### src/logic/sesl_pkg.sv
package sesl_pkg;
    // Command identifiers and the global bus address.
    localparam logic [3:0] CMD_DISABLE_ST = 4'hC;
    localparam logic [3:0] CMD_ENABLE_ST  = 4'hD;
    localparam logic [3:0] CMD_UNUSED_14  = 4'hE;
    localparam logic [3:0] CMD_REV_INIT   = 4'hF;
    localparam logic [3:0] CMD_CLEAR      = 4'h1;
    localparam logic [3:0] CMD_READ_ACCEL = 4'h8;
    localparam logic [3:0] GLOBAL_ADDR    = 4'h0;

    // Timing.
    localparam int CLK_MHZ                    = 125;
    localparam int HOLD_CAP_RESET_INTERVAL_US = 100;
    localparam int CAP_TEST_RESET_INTERVAL_US = 200;
    localparam int FRAME_IDLE_LIMIT_US        = 50;
    localparam int HOLD_CAP_RESET_CYC = HOLD_CAP_RESET_INTERVAL_US * CLK_MHZ;
    localparam int CAP_TEST_RESET_CYC = CAP_TEST_RESET_INTERVAL_US * CLK_MHZ;
    localparam int FRAME_IDLE_CYC     = FRAME_IDLE_LIMIT_US * CLK_MHZ;
    localparam int TMR_W              = 16;
    localparam logic [2:0] NO_ANSWER_WAIT = 3'h4;

    // Response status field positions.
    localparam int RSP_S_BIT   = 1;
    localparam int RSP_AT_LSB  = 2;
    localparam int RSP_ST_BIT  = 5;
    localparam int RSP_U_BIT   = 6;
    localparam int RSP_NV_BIT  = 7;
    localparam int RSP_ADR_LSB = 12;

    // Controller registers (byte addresses).
    localparam logic [3:0] REG_CMD    = 4'h0;
    localparam logic [3:0] REG_STATUS = 4'h4;
    localparam logic [3:0] REG_RSP    = 4'h8;
    localparam int CMD_CODE_LSB = 0;
    localparam int CMD_ADDR_LSB = 4;
    localparam int CMD_DATA_LSB = 8;
    localparam int CMD_LONG_BIT = 16;
    localparam int STS_RSP_BIT  = 0;
    localparam int STS_NOANS_BIT = 1;
    localparam int STS_LONG_BIT = 2;
    localparam logic [1:0] AXI_OKAY   = 2'h0;
    localparam logic [1:0] AXI_SLVERR = 2'h2;
endpackage

### src/logic/sesl_link_if.sv
`timescale 1ns/1ps
interface sesl_link_if (
    input wire logic aclk,
    input wire logic aresetn
);
    logic        cmd_valid;
    logic        cmd_long;
    logic [3:0]  cmd_code;
    logic [3:0]  cmd_addr;
    logic [7:0]  cmd_data;
    logic        rsp_valid;
    logic        rsp_long;
    logic [15:0] rsp_data;

    modport dev (
        input  aclk, aresetn, cmd_valid, cmd_long, cmd_code, cmd_addr,
               cmd_data,
        output rsp_valid, rsp_long, rsp_data
    );
    modport ctl (
        input  aclk, aresetn, rsp_valid, rsp_long, rsp_data,
        output cmd_valid, cmd_long, cmd_code, cmd_addr, cmd_data
    );
endinterface

### src/logic/sesl_interval_timer.sv
`timescale 1ns/1ps
module sesl_interval_timer
    import sesl_pkg::*;
#(
    parameter int CYCLES = 1000
) (
    input  wire logic aclk,
    input  wire logic aresetn,
    input  wire logic cond,
    output logic      fire
);
    logic [TMR_W-1:0] cnt;

    // Fires once per full interval while the condition persists.
    always_ff @(posedge aclk) begin
        if (!aresetn || !cond || fire) begin
            cnt <= '0;
        end else begin
            cnt <= cnt + 1'b1;
        end
    end

    always_ff @(posedge aclk) begin
        if (!aresetn) begin
            fire <= 1'b0;
        end else begin
            fire <= cond && !fire && (cnt == TMR_W'(CYCLES - 2));
        end
    end
endmodule

### src/logic/sesl_device.sv
// The register addresses and the AXI4-Lite register port are this design's own decisions.
`timescale 1ns/1ps
module sesl_device
    import sesl_pkg::*;
#(
    parameter int HOLD_CAP_PIN_CYC  = HOLD_CAP_RESET_CYC,
    parameter int CTEST_CYC = CAP_TEST_RESET_CYC,
    parameter int IDLE_CYC  = FRAME_IDLE_CYC
) (
    sesl_link_if.dev    link,
    input  wire logic        vreg_low,
    input  wire logic        vrega_low,
    input  wire logic        hold_cap_pin,
    input  wire logic        cap_test_fail,
    input  wire logic        line_input_pin,
    input  wire logic        factory_crc_fail,
    input  wire logic        factory_seal,
    input  wire logic        user_mismatch,
    input  wire logic        user_seal,
    input  wire logic        otp_write_enabled_flag,
    input  wire logic [7:0]  device_config_one,
    input  wire logic [3:0]  bus_address,
    input  wire logic [15:0] accel_normal,
    input  wire logic [15:0] accel_self_test,
    output logic             self_test_drive,
    output logic             core_in_reset
);
    logic       aclk;
    logic       aresetn;
    logic [8:0] sync_a;
    logic [8:0] sync_b;
    logic       s_vreg;
    logic       s_vrega;
    logic       s_hold_cap_pin_low;
    logic       s_ctest;
    logic       s_line_low;
    logic       s_fcrc;
    logic       s_fseal;
    logic       s_umis;
    logic       s_useal;
    logic       hold_cap_pin_fire;
    logic       ctest_fire;
    logic       idle_fire;
    logic       hold_cap_pin_mode;
    logic       ctest_mode;
    logic       idle_mode;
    logic       core_rst;
    logic       silent;
    logic       st_active;
    logic       lockout;
    logic       last_was_disable;
    logic       addressed;
    logic       act;
    logic       fault;
    logic       err_flag;
    logic [15:0] status_word;
    logic [15:0] short_accel;
    logic [15:0] long_accel;
    logic [15:0] next_rsp;

    assign aclk    = link.aclk;
    assign aresetn = link.aresetn;

    // Analogue comparator levels arrive asynchronously.
    always_ff @(posedge aclk) begin
        if (!aresetn) begin
            sync_a <= '0;
            sync_b <= '0;
        end else begin
            sync_a <= {vreg_low, vrega_low, hold_cap_pin, cap_test_fail,
                       line_input_pin, factory_crc_fail, factory_seal,
                       user_mismatch, user_seal};
            sync_b <= sync_a;
        end
    end

    assign {s_vreg, s_vrega, s_hold_cap_pin_low, s_ctest, s_line_low, s_fcrc,
            s_fseal, s_umis, s_useal} = sync_b;

    sesl_interval_timer #(.CYCLES(HOLD_CAP_PIN_CYC)) u_hold_cap_pin_tmr (
        .aclk    (aclk),
        .aresetn (aresetn),
        .cond    (s_hold_cap_pin_low),
        .fire    (hold_cap_pin_fire)
    );

    sesl_interval_timer #(.CYCLES(CTEST_CYC)) u_ctest_tmr (
        .aclk    (aclk),
        .aresetn (aresetn),
        .cond    (s_ctest),
        .fire    (ctest_fire)
    );

    sesl_interval_timer #(.CYCLES(IDLE_CYC)) u_idle_tmr (
        .aclk    (aclk),
        .aresetn (aresetn),
        .cond    (s_line_low),
        .fire    (idle_fire)
    );

    // Regulator faults hold reset; the interval timers pulse it.
    assign core_rst = !aresetn || s_vreg || s_vrega
                      || hold_cap_pin_fire
                      || ctest_fire
                      || idle_fire;

    // A mode stays set from its first reset pulse until the cause clears,
    // so the device keeps quiet between the repeated resets.
    always_ff @(posedge aclk) begin
        if (!aresetn) begin
            hold_cap_pin_mode  <= 1'b0;
            ctest_mode <= 1'b0;
            idle_mode  <= 1'b0;
        end else begin
            hold_cap_pin_mode  <= s_hold_cap_pin_low && (hold_cap_pin_mode || hold_cap_pin_fire);
            ctest_mode <= s_ctest && (ctest_mode || ctest_fire);
            idle_mode  <= s_line_low && (idle_mode || idle_fire);
        end
    end

    assign silent = core_rst || hold_cap_pin_mode || ctest_mode || idle_mode;
    assign core_in_reset = silent;

    assign addressed = link.cmd_valid && !silent
                       && (link.cmd_addr == bus_address);
    // Identifiers E and F take no action at all.
    assign act = addressed && (link.cmd_code != CMD_UNUSED_14)
                 && (link.cmd_code != CMD_REV_INIT);

    always_ff @(posedge aclk) begin
        if (core_rst) begin
            st_active <= 1'b0;
        end else if (act && link.cmd_code == CMD_ENABLE_ST
                     && link.cmd_addr != GLOBAL_ADDR
                     && !lockout) begin
            st_active <= 1'b1;
        end else if (act && (link.cmd_code == CMD_DISABLE_ST
                     || link.cmd_code == CMD_CLEAR)) begin
            st_active <= 1'b0;
        end
    end

    always_ff @(posedge aclk) begin
        if (core_rst || s_hold_cap_pin_low) begin
            lockout <= 1'b0;
        end else if (act && link.cmd_code == CMD_CLEAR) begin
            lockout <= 1'b0;
        end else if (act && link.cmd_code == CMD_DISABLE_ST
                     && last_was_disable) begin
            lockout <= 1'b1;
        end
    end

    always_ff @(posedge aclk) begin
        if (core_rst) begin
            last_was_disable <= 1'b0;
        end else if (act) begin
            last_was_disable <= (link.cmd_code == CMD_DISABLE_ST);
        end
    end

    assign self_test_drive = st_active;

    // A dip masks the self-test part of the error flag.
    assign fault = (s_fcrc && s_fseal)
                   || (s_umis && s_useal);
    assign err_flag = fault
                      || (st_active && !s_hold_cap_pin_low);

    always_comb begin
        status_word = '0;
        status_word[RSP_S_BIT]  = err_flag;
        status_word[RSP_AT_LSB +: 2] = device_config_one[1:0];
        status_word[RSP_ST_BIT] = st_active;
        status_word[RSP_U_BIT]  = s_hold_cap_pin_low;
        status_word[RSP_NV_BIT] = otp_write_enabled_flag;
    end

    always_comb begin
        if (fault) begin
            short_accel = '0;
        end else if (st_active) begin
            short_accel = accel_self_test;
        end else if (s_hold_cap_pin_low) begin
            short_accel = '0;
        end else begin
            short_accel = accel_normal;
        end
        if (st_active) begin
            long_accel = accel_self_test;
        end else begin
            long_accel = accel_normal;
        end
    end

    always_comb begin
        if (link.cmd_code == CMD_READ_ACCEL) begin
            next_rsp = link.cmd_long ? long_accel : short_accel;
        end else if (link.cmd_long) begin
            next_rsp = status_word;
            next_rsp[RSP_ADR_LSB +: 4] = bus_address;
        end else begin
            next_rsp = status_word;
        end
    end

    // The response reports state before this command takes effect.
    always_ff @(posedge aclk) begin
        if (!aresetn) begin
            link.rsp_valid <= 1'b0;
            link.rsp_long  <= 1'b0;
            link.rsp_data  <= '0;
        end else begin
            link.rsp_valid <= act;
            if (act) begin
                link.rsp_long <= link.cmd_long;
                link.rsp_data <= next_rsp;
            end
        end
    end
endmodule

### src/flat_wrapper.sv
// flat-port wrapper written by rule: the top's interface ports become plain ports
module sesl_device_flat import sesl_pkg::*;
#(
    parameter int HOLD_CAP_PIN_CYC  = HOLD_CAP_RESET_CYC,
    parameter int CTEST_CYC = CAP_TEST_RESET_CYC,
    parameter int IDLE_CYC  = FRAME_IDLE_CYC
)
  (vreg_low, vrega_low, hold_cap_pin, cap_test_fail, line_input_pin, factory_crc_fail, factory_seal, user_mismatch, user_seal, otp_write_enabled_flag, device_config_one, bus_address, accel_normal, accel_self_test, self_test_drive, core_in_reset, aclk, aresetn, link_cmd_valid, link_cmd_long, link_cmd_code, link_cmd_addr, link_cmd_data, link_rsp_valid, link_rsp_long, link_rsp_data);
  sesl_link_if link_i (.aclk(aclk), .aresetn(aresetn));
  input  wire logic vreg_low;
  input  wire logic vrega_low;
  input  wire logic hold_cap_pin;
  input  wire logic cap_test_fail;
  input  wire logic line_input_pin;
  input  wire logic factory_crc_fail;
  input  wire logic factory_seal;
  input  wire logic user_mismatch;
  input  wire logic user_seal;
  input  wire logic otp_write_enabled_flag;
  input  wire logic [7:0] device_config_one;
  input  wire logic [3:0] bus_address;
  input  wire logic [15:0] accel_normal;
  input  wire logic [15:0] accel_self_test;
  output logic self_test_drive;
  output logic core_in_reset;
  input wire logic aclk;
  input wire logic aresetn;
  input wire logic [$bits(link_i.cmd_valid)-1:0] link_cmd_valid;
  input wire logic [$bits(link_i.cmd_long)-1:0] link_cmd_long;
  input wire logic [$bits(link_i.cmd_code)-1:0] link_cmd_code;
  input wire logic [$bits(link_i.cmd_addr)-1:0] link_cmd_addr;
  input wire logic [$bits(link_i.cmd_data)-1:0] link_cmd_data;
  output wire logic [$bits(link_i.rsp_valid)-1:0] link_rsp_valid;
  output wire logic [$bits(link_i.rsp_long)-1:0] link_rsp_long;
  output wire logic [$bits(link_i.rsp_data)-1:0] link_rsp_data;
  assign link_i.cmd_valid = link_cmd_valid;
  assign link_i.cmd_long = link_cmd_long;
  assign link_i.cmd_code = link_cmd_code;
  assign link_i.cmd_addr = link_cmd_addr;
  assign link_i.cmd_data = link_cmd_data;
  assign link_rsp_valid = link_i.rsp_valid;
  assign link_rsp_long = link_i.rsp_long;
  assign link_rsp_data = link_i.rsp_data;
  sesl_device #(.HOLD_CAP_PIN_CYC(HOLD_CAP_PIN_CYC), .CTEST_CYC(CTEST_CYC), .IDLE_CYC(IDLE_CYC)) u_core (.link(link_i), .vreg_low(vreg_low), .vrega_low(vrega_low), .hold_cap_pin(hold_cap_pin), .cap_test_fail(cap_test_fail), .line_input_pin(line_input_pin), .factory_crc_fail(factory_crc_fail), .factory_seal(factory_seal), .user_mismatch(user_mismatch), .user_seal(user_seal), .otp_write_enabled_flag(otp_write_enabled_flag), .device_config_one(device_config_one), .bus_address(bus_address), .accel_normal(accel_normal), .accel_self_test(accel_self_test), .self_test_drive(self_test_drive), .core_in_reset(core_in_reset));
endmodule
### config.mk
export PLATFORM = sky130hd
export DESIGN_NAME = sesl_device_flat
export DESIGN_NICKNAME = d
export VERILOG_FILES = /design/src/logic/sesl_pkg.sv /design/src/logic/sesl_link_if.sv /design/src/logic/sesl_interval_timer.sv /design/src/logic/sesl_device.sv /design/src/flat_wrapper.sv
export SDC_FILE = /design/constraint.sdc
export NUM_CORES = 1
export LEC_CHECK = 0
export BUFFER_PORTS_ARGS = -buffer_cell sky130_fd_sc_hd__buf_2
export CELL_PAD_IN_SITES_DETAIL_PLACEMENT = 2
export CELL_PAD_IN_SITES_GLOBAL_PLACEMENT = 2
export CORE_MARGIN = 4
export CORE_UTILIZATION = 35
export DETAILED_ROUTE_END_ITERATION = 10
export PLACE_DENSITY = 0.85
export SLEW_MARGIN = 10
export SYNTH_ARGS = -nofsm -noshare
export SYNTH_HDL_FRONTEND = slang
export SYNTH_HIERARCHICAL = 1
export SYNTH_SLANG_ARGS = --single-unit
### constraint.sdc
create_clock -name aclk -period 3.5 [get_ports aclk]
set_input_delay 0.525 -clock aclk [delete_from_list [all_inputs] [get_ports aclk]]
set_output_delay 0.525 -clock aclk [all_outputs]
set_load 0.005 [all_outputs]
==> results.md <==
* Status: finished clean
* WL/cell at 18.7 um
* Non-filler cells, final at a little over 700
* Nets@finish at 625
* Synth area leader: dfxtp_1
* P&R area growth vs syn at 18.8%
* Max Freq at 418 MHz
* Crit path kind: register to register
* Cells after Synth at 473
* Max Slew Vio Count at 0
* # rows at 40
* CP Max Fanout at 7
* Clock Sinks at 93
* Final-report hold violation count at 0
* Die Ht at around 120 um
* Starting Density at between 30% and 40%
* Area contributors post-synth: dfxtp_1, mux2i_1, a21oi_1
* Die width at 120 um
* Clock Skew at 0.00869 ns
* CTS Buffer Depth at 2
* CTS tree: yes
* Drt pass-1 iters at 6
* Filler cell count at ~1,400
* Relative slew slack at roughly 58%
* Post-route clock period utilization at between 60% and 70%
* RR Startpoint: u_core/u_idle_tmr/fire
* Clock root cell: clkbuf_16
* Total wire length at around 13,000 um
* I/O Pins at 94
* Clk Latency, worst-skew pair at roughly 0.35 ns
* Sequential area share after synthesis at 42.7%
* Cts bufs inserted at 9
* Async SR Flop Fraction at 0%
* Hold Path Class: primary input to register
* Htree depth at 3
* Mean post-synth cell area at slightly above 9 um^2
* Netlist cell types at 55
* Largest net degree at the start of global routing at 37
* Critical Path Start: u_core/u_idle_tmr/fire
* GP Congestion at ~0.76
* Post-cts resize count at 0
* GRT Util Overall at 19.1%
* Clk slew on worst S/H paths at around 0.07 ns
* Crit path max-delay family: simple AND/OR/NAND/NOR gates
* DRT iter0 DRCs at between 150 and 200
* Hold_buf cts at 0
* DR DRC count at 0
* Vias in the first global route at approximately 4,400
* Layout cell share with drive strength beyond 1 at 21.9%
* Ys Warns at 6
* Startpoint Class: register
* Syn Std Cell Area at 4360 um^2
* RSZ-0062 raised after global routing: false
* ANT cells at 0
* FF+latch count, synth at slightly above 90
* Top FF cell, synth: dfxtp_1
* Crit path cell chain: or4b_4, or4b_1, nor2_1, o32ai_1
* Core area at 12,100 um^2
* DP Cell Count at ~700
* Pwr dens at between 400 and 500 nW/um^2
* Die ar. at 14,300 um^2
* Number of synthesized flops with an enable pin at 0
* Multi-input logic area at 2330 um^2
* Synth top area share at 42.7%
* Antenna violations before repair at 0
* Post-CTS setup buffers at 0
* Register area at 1860 um^2
* Arrival time worst endpoint at 2.60 ns
* Final setup vio count at 0
* Crit path time final at between 2 and 2.5 ns
* Final core occ at 42.8%
* TNS Setup at 0 ns
* Input/output buffers at 79
* Worst Max-Slew Pin Slew at 0.632 ns
* VDD IR max at 0.313 mV
* HP Start: hold_cap_pin
* Crit-path slowest cell: or4b_1
* First-pass GRT wire length at 22,200 um
* WP buf/inv at 0
* Total power at around 0.0022 W
* Setup crit end kind: register
* Overflow after GRT at 0
* Via count at 3,967
* Static leakage at 1.87 nW
* Crit-path max cell delay at 0.66 ns
* Via/cell ratio at 5.53
* Dpl hpwl at ~9500 um
* Max cap viols at 0
* CP required at 3.71 ns
* Antenna viol nets, final at 0
* Syn Nets at 553
[cell usage in the layout (no fill, tap or decap), drive strengths merged, types with 3 or more instances in the layout]
master	Yosys	final
nand3b	4	4
nand4	19	19
xnor2	8	8
nor4b	7	7
nor3	6	6
a22oi	10	10
clkbuf	15	9
o32ai	6	6
dfxtp	93	93
nor2	24	24
nor4	18	18
or4	13	13
a211oi	8	8
inv	13	16
a21oi	28	28
or4b	4	4
o31ai	10	10
or3	9	9
xor2	5	5
nand2b	12	12
mux2	8	8
nand2	36	36
ha	6	6
buf	8	84
o21ai	11	11
o21a	7	7
nand3	19	19
and4	3	3
o211a	5	5
and2	19	19
and3b	3	3
mux2i	22	22
[stage by stage]
step                      hold slack, ns  area, um^2  setup slack (ns)
after global routing               0.382        5180             0.996
after CTS                          0.371        5180              1.09
after detailed placement           0.428        4890             0.917
after floorplan                    0.412        4360              1.16
final                              0.381        5180              1.11
after global placement             0.416        4890             0.996
[cell families after synthesis]
| logic type | share of synthesized area (%) |
|---|---|
| AND/OR/NAND/NOR | 27.8 |
| flip-flops | 42.7 |
| AO/OA/AOI/OAI | 14.2 |
| buffers and inverters | 3.84 |
| multiplexers | 7.11 |
| XOR/XNOR | 2.61 |
| adder cells (fa/ha/maj) | 1.72 |
[cell type report]
type | count | area share [%]
Clock buffer | 9 | 4.34
Clock inverter | 6 | 1.38
Inverter | 13 | 0.941
Multi-Input combinational cell | 344 | 45.0
Sequential cell | 93 | 35.9
Tap cell | 168 | 4.06
Timing Repair Buffer | 84 | 8.35
[worst paths after layout]
check / slack [ns] / cells after the start / end
worst max-delay path: 1.11 / 4 / u_core/link.rsp_data[11]
worst min-delay path: 0.38 / 2 / u_core/sync_a[6]
worst min register to register: 0.44 / 1 / u_core/sync_b[6]
worst max register to register: 1.11 / 4 / u_core/link.rsp_data[11]
[synthesized netlist by cell type, types with 7 or more instances]
library cell  number
xnor2_1            8
nor2_1            24
mux2i_1           22
a22oi_1           10
or3_1              9
clkbuf_1          14
dfxtp_1           93
and2_1            19
nor4_1            18
inv_1             13
mux2_2             8
o21a_1             7
nand2_1           36
o31ai_1           10
or4_1             13
o21ai_0           11
nand3_1           17
a211oi_1           8
a21oi_1           28
nand4_1           16
nand2b_1          12
[layer usage]
metal	track usage (%)	share of wire [%]	vias up	routed length, um
met1	21.0	41	1978	5550
met3	5.14	3.5	25	469
met5	0	0	-	0
met2	35.4	53	67	7110
li1	-	-	1897	-
met4	6.16	2.0	0	269
[state kept, by name, summed over array words and instances, names as in the netlist, 9 cells and up]
signal,flops
u_core/u_idle_tmr/cnt,16
u_core/link.rsp_data,16
u_core/sync_a,9
u_core/u_hold_cap_pin_tmr/cnt,16
u_core/sync_b,9
u_core/u_ctest_tmr/cnt,16
[power breakdown]
part           switching (W)  leakage [nW]  total [W]  internal [W]
clock network       0.000445         0.144    0.00100      0.000559
registers         0.00000744         0.753    0.00108       0.00107
logic              0.0000705         0.973   0.000130     0.0000591
Note: power is estimated with default switching activity, not from simulation.
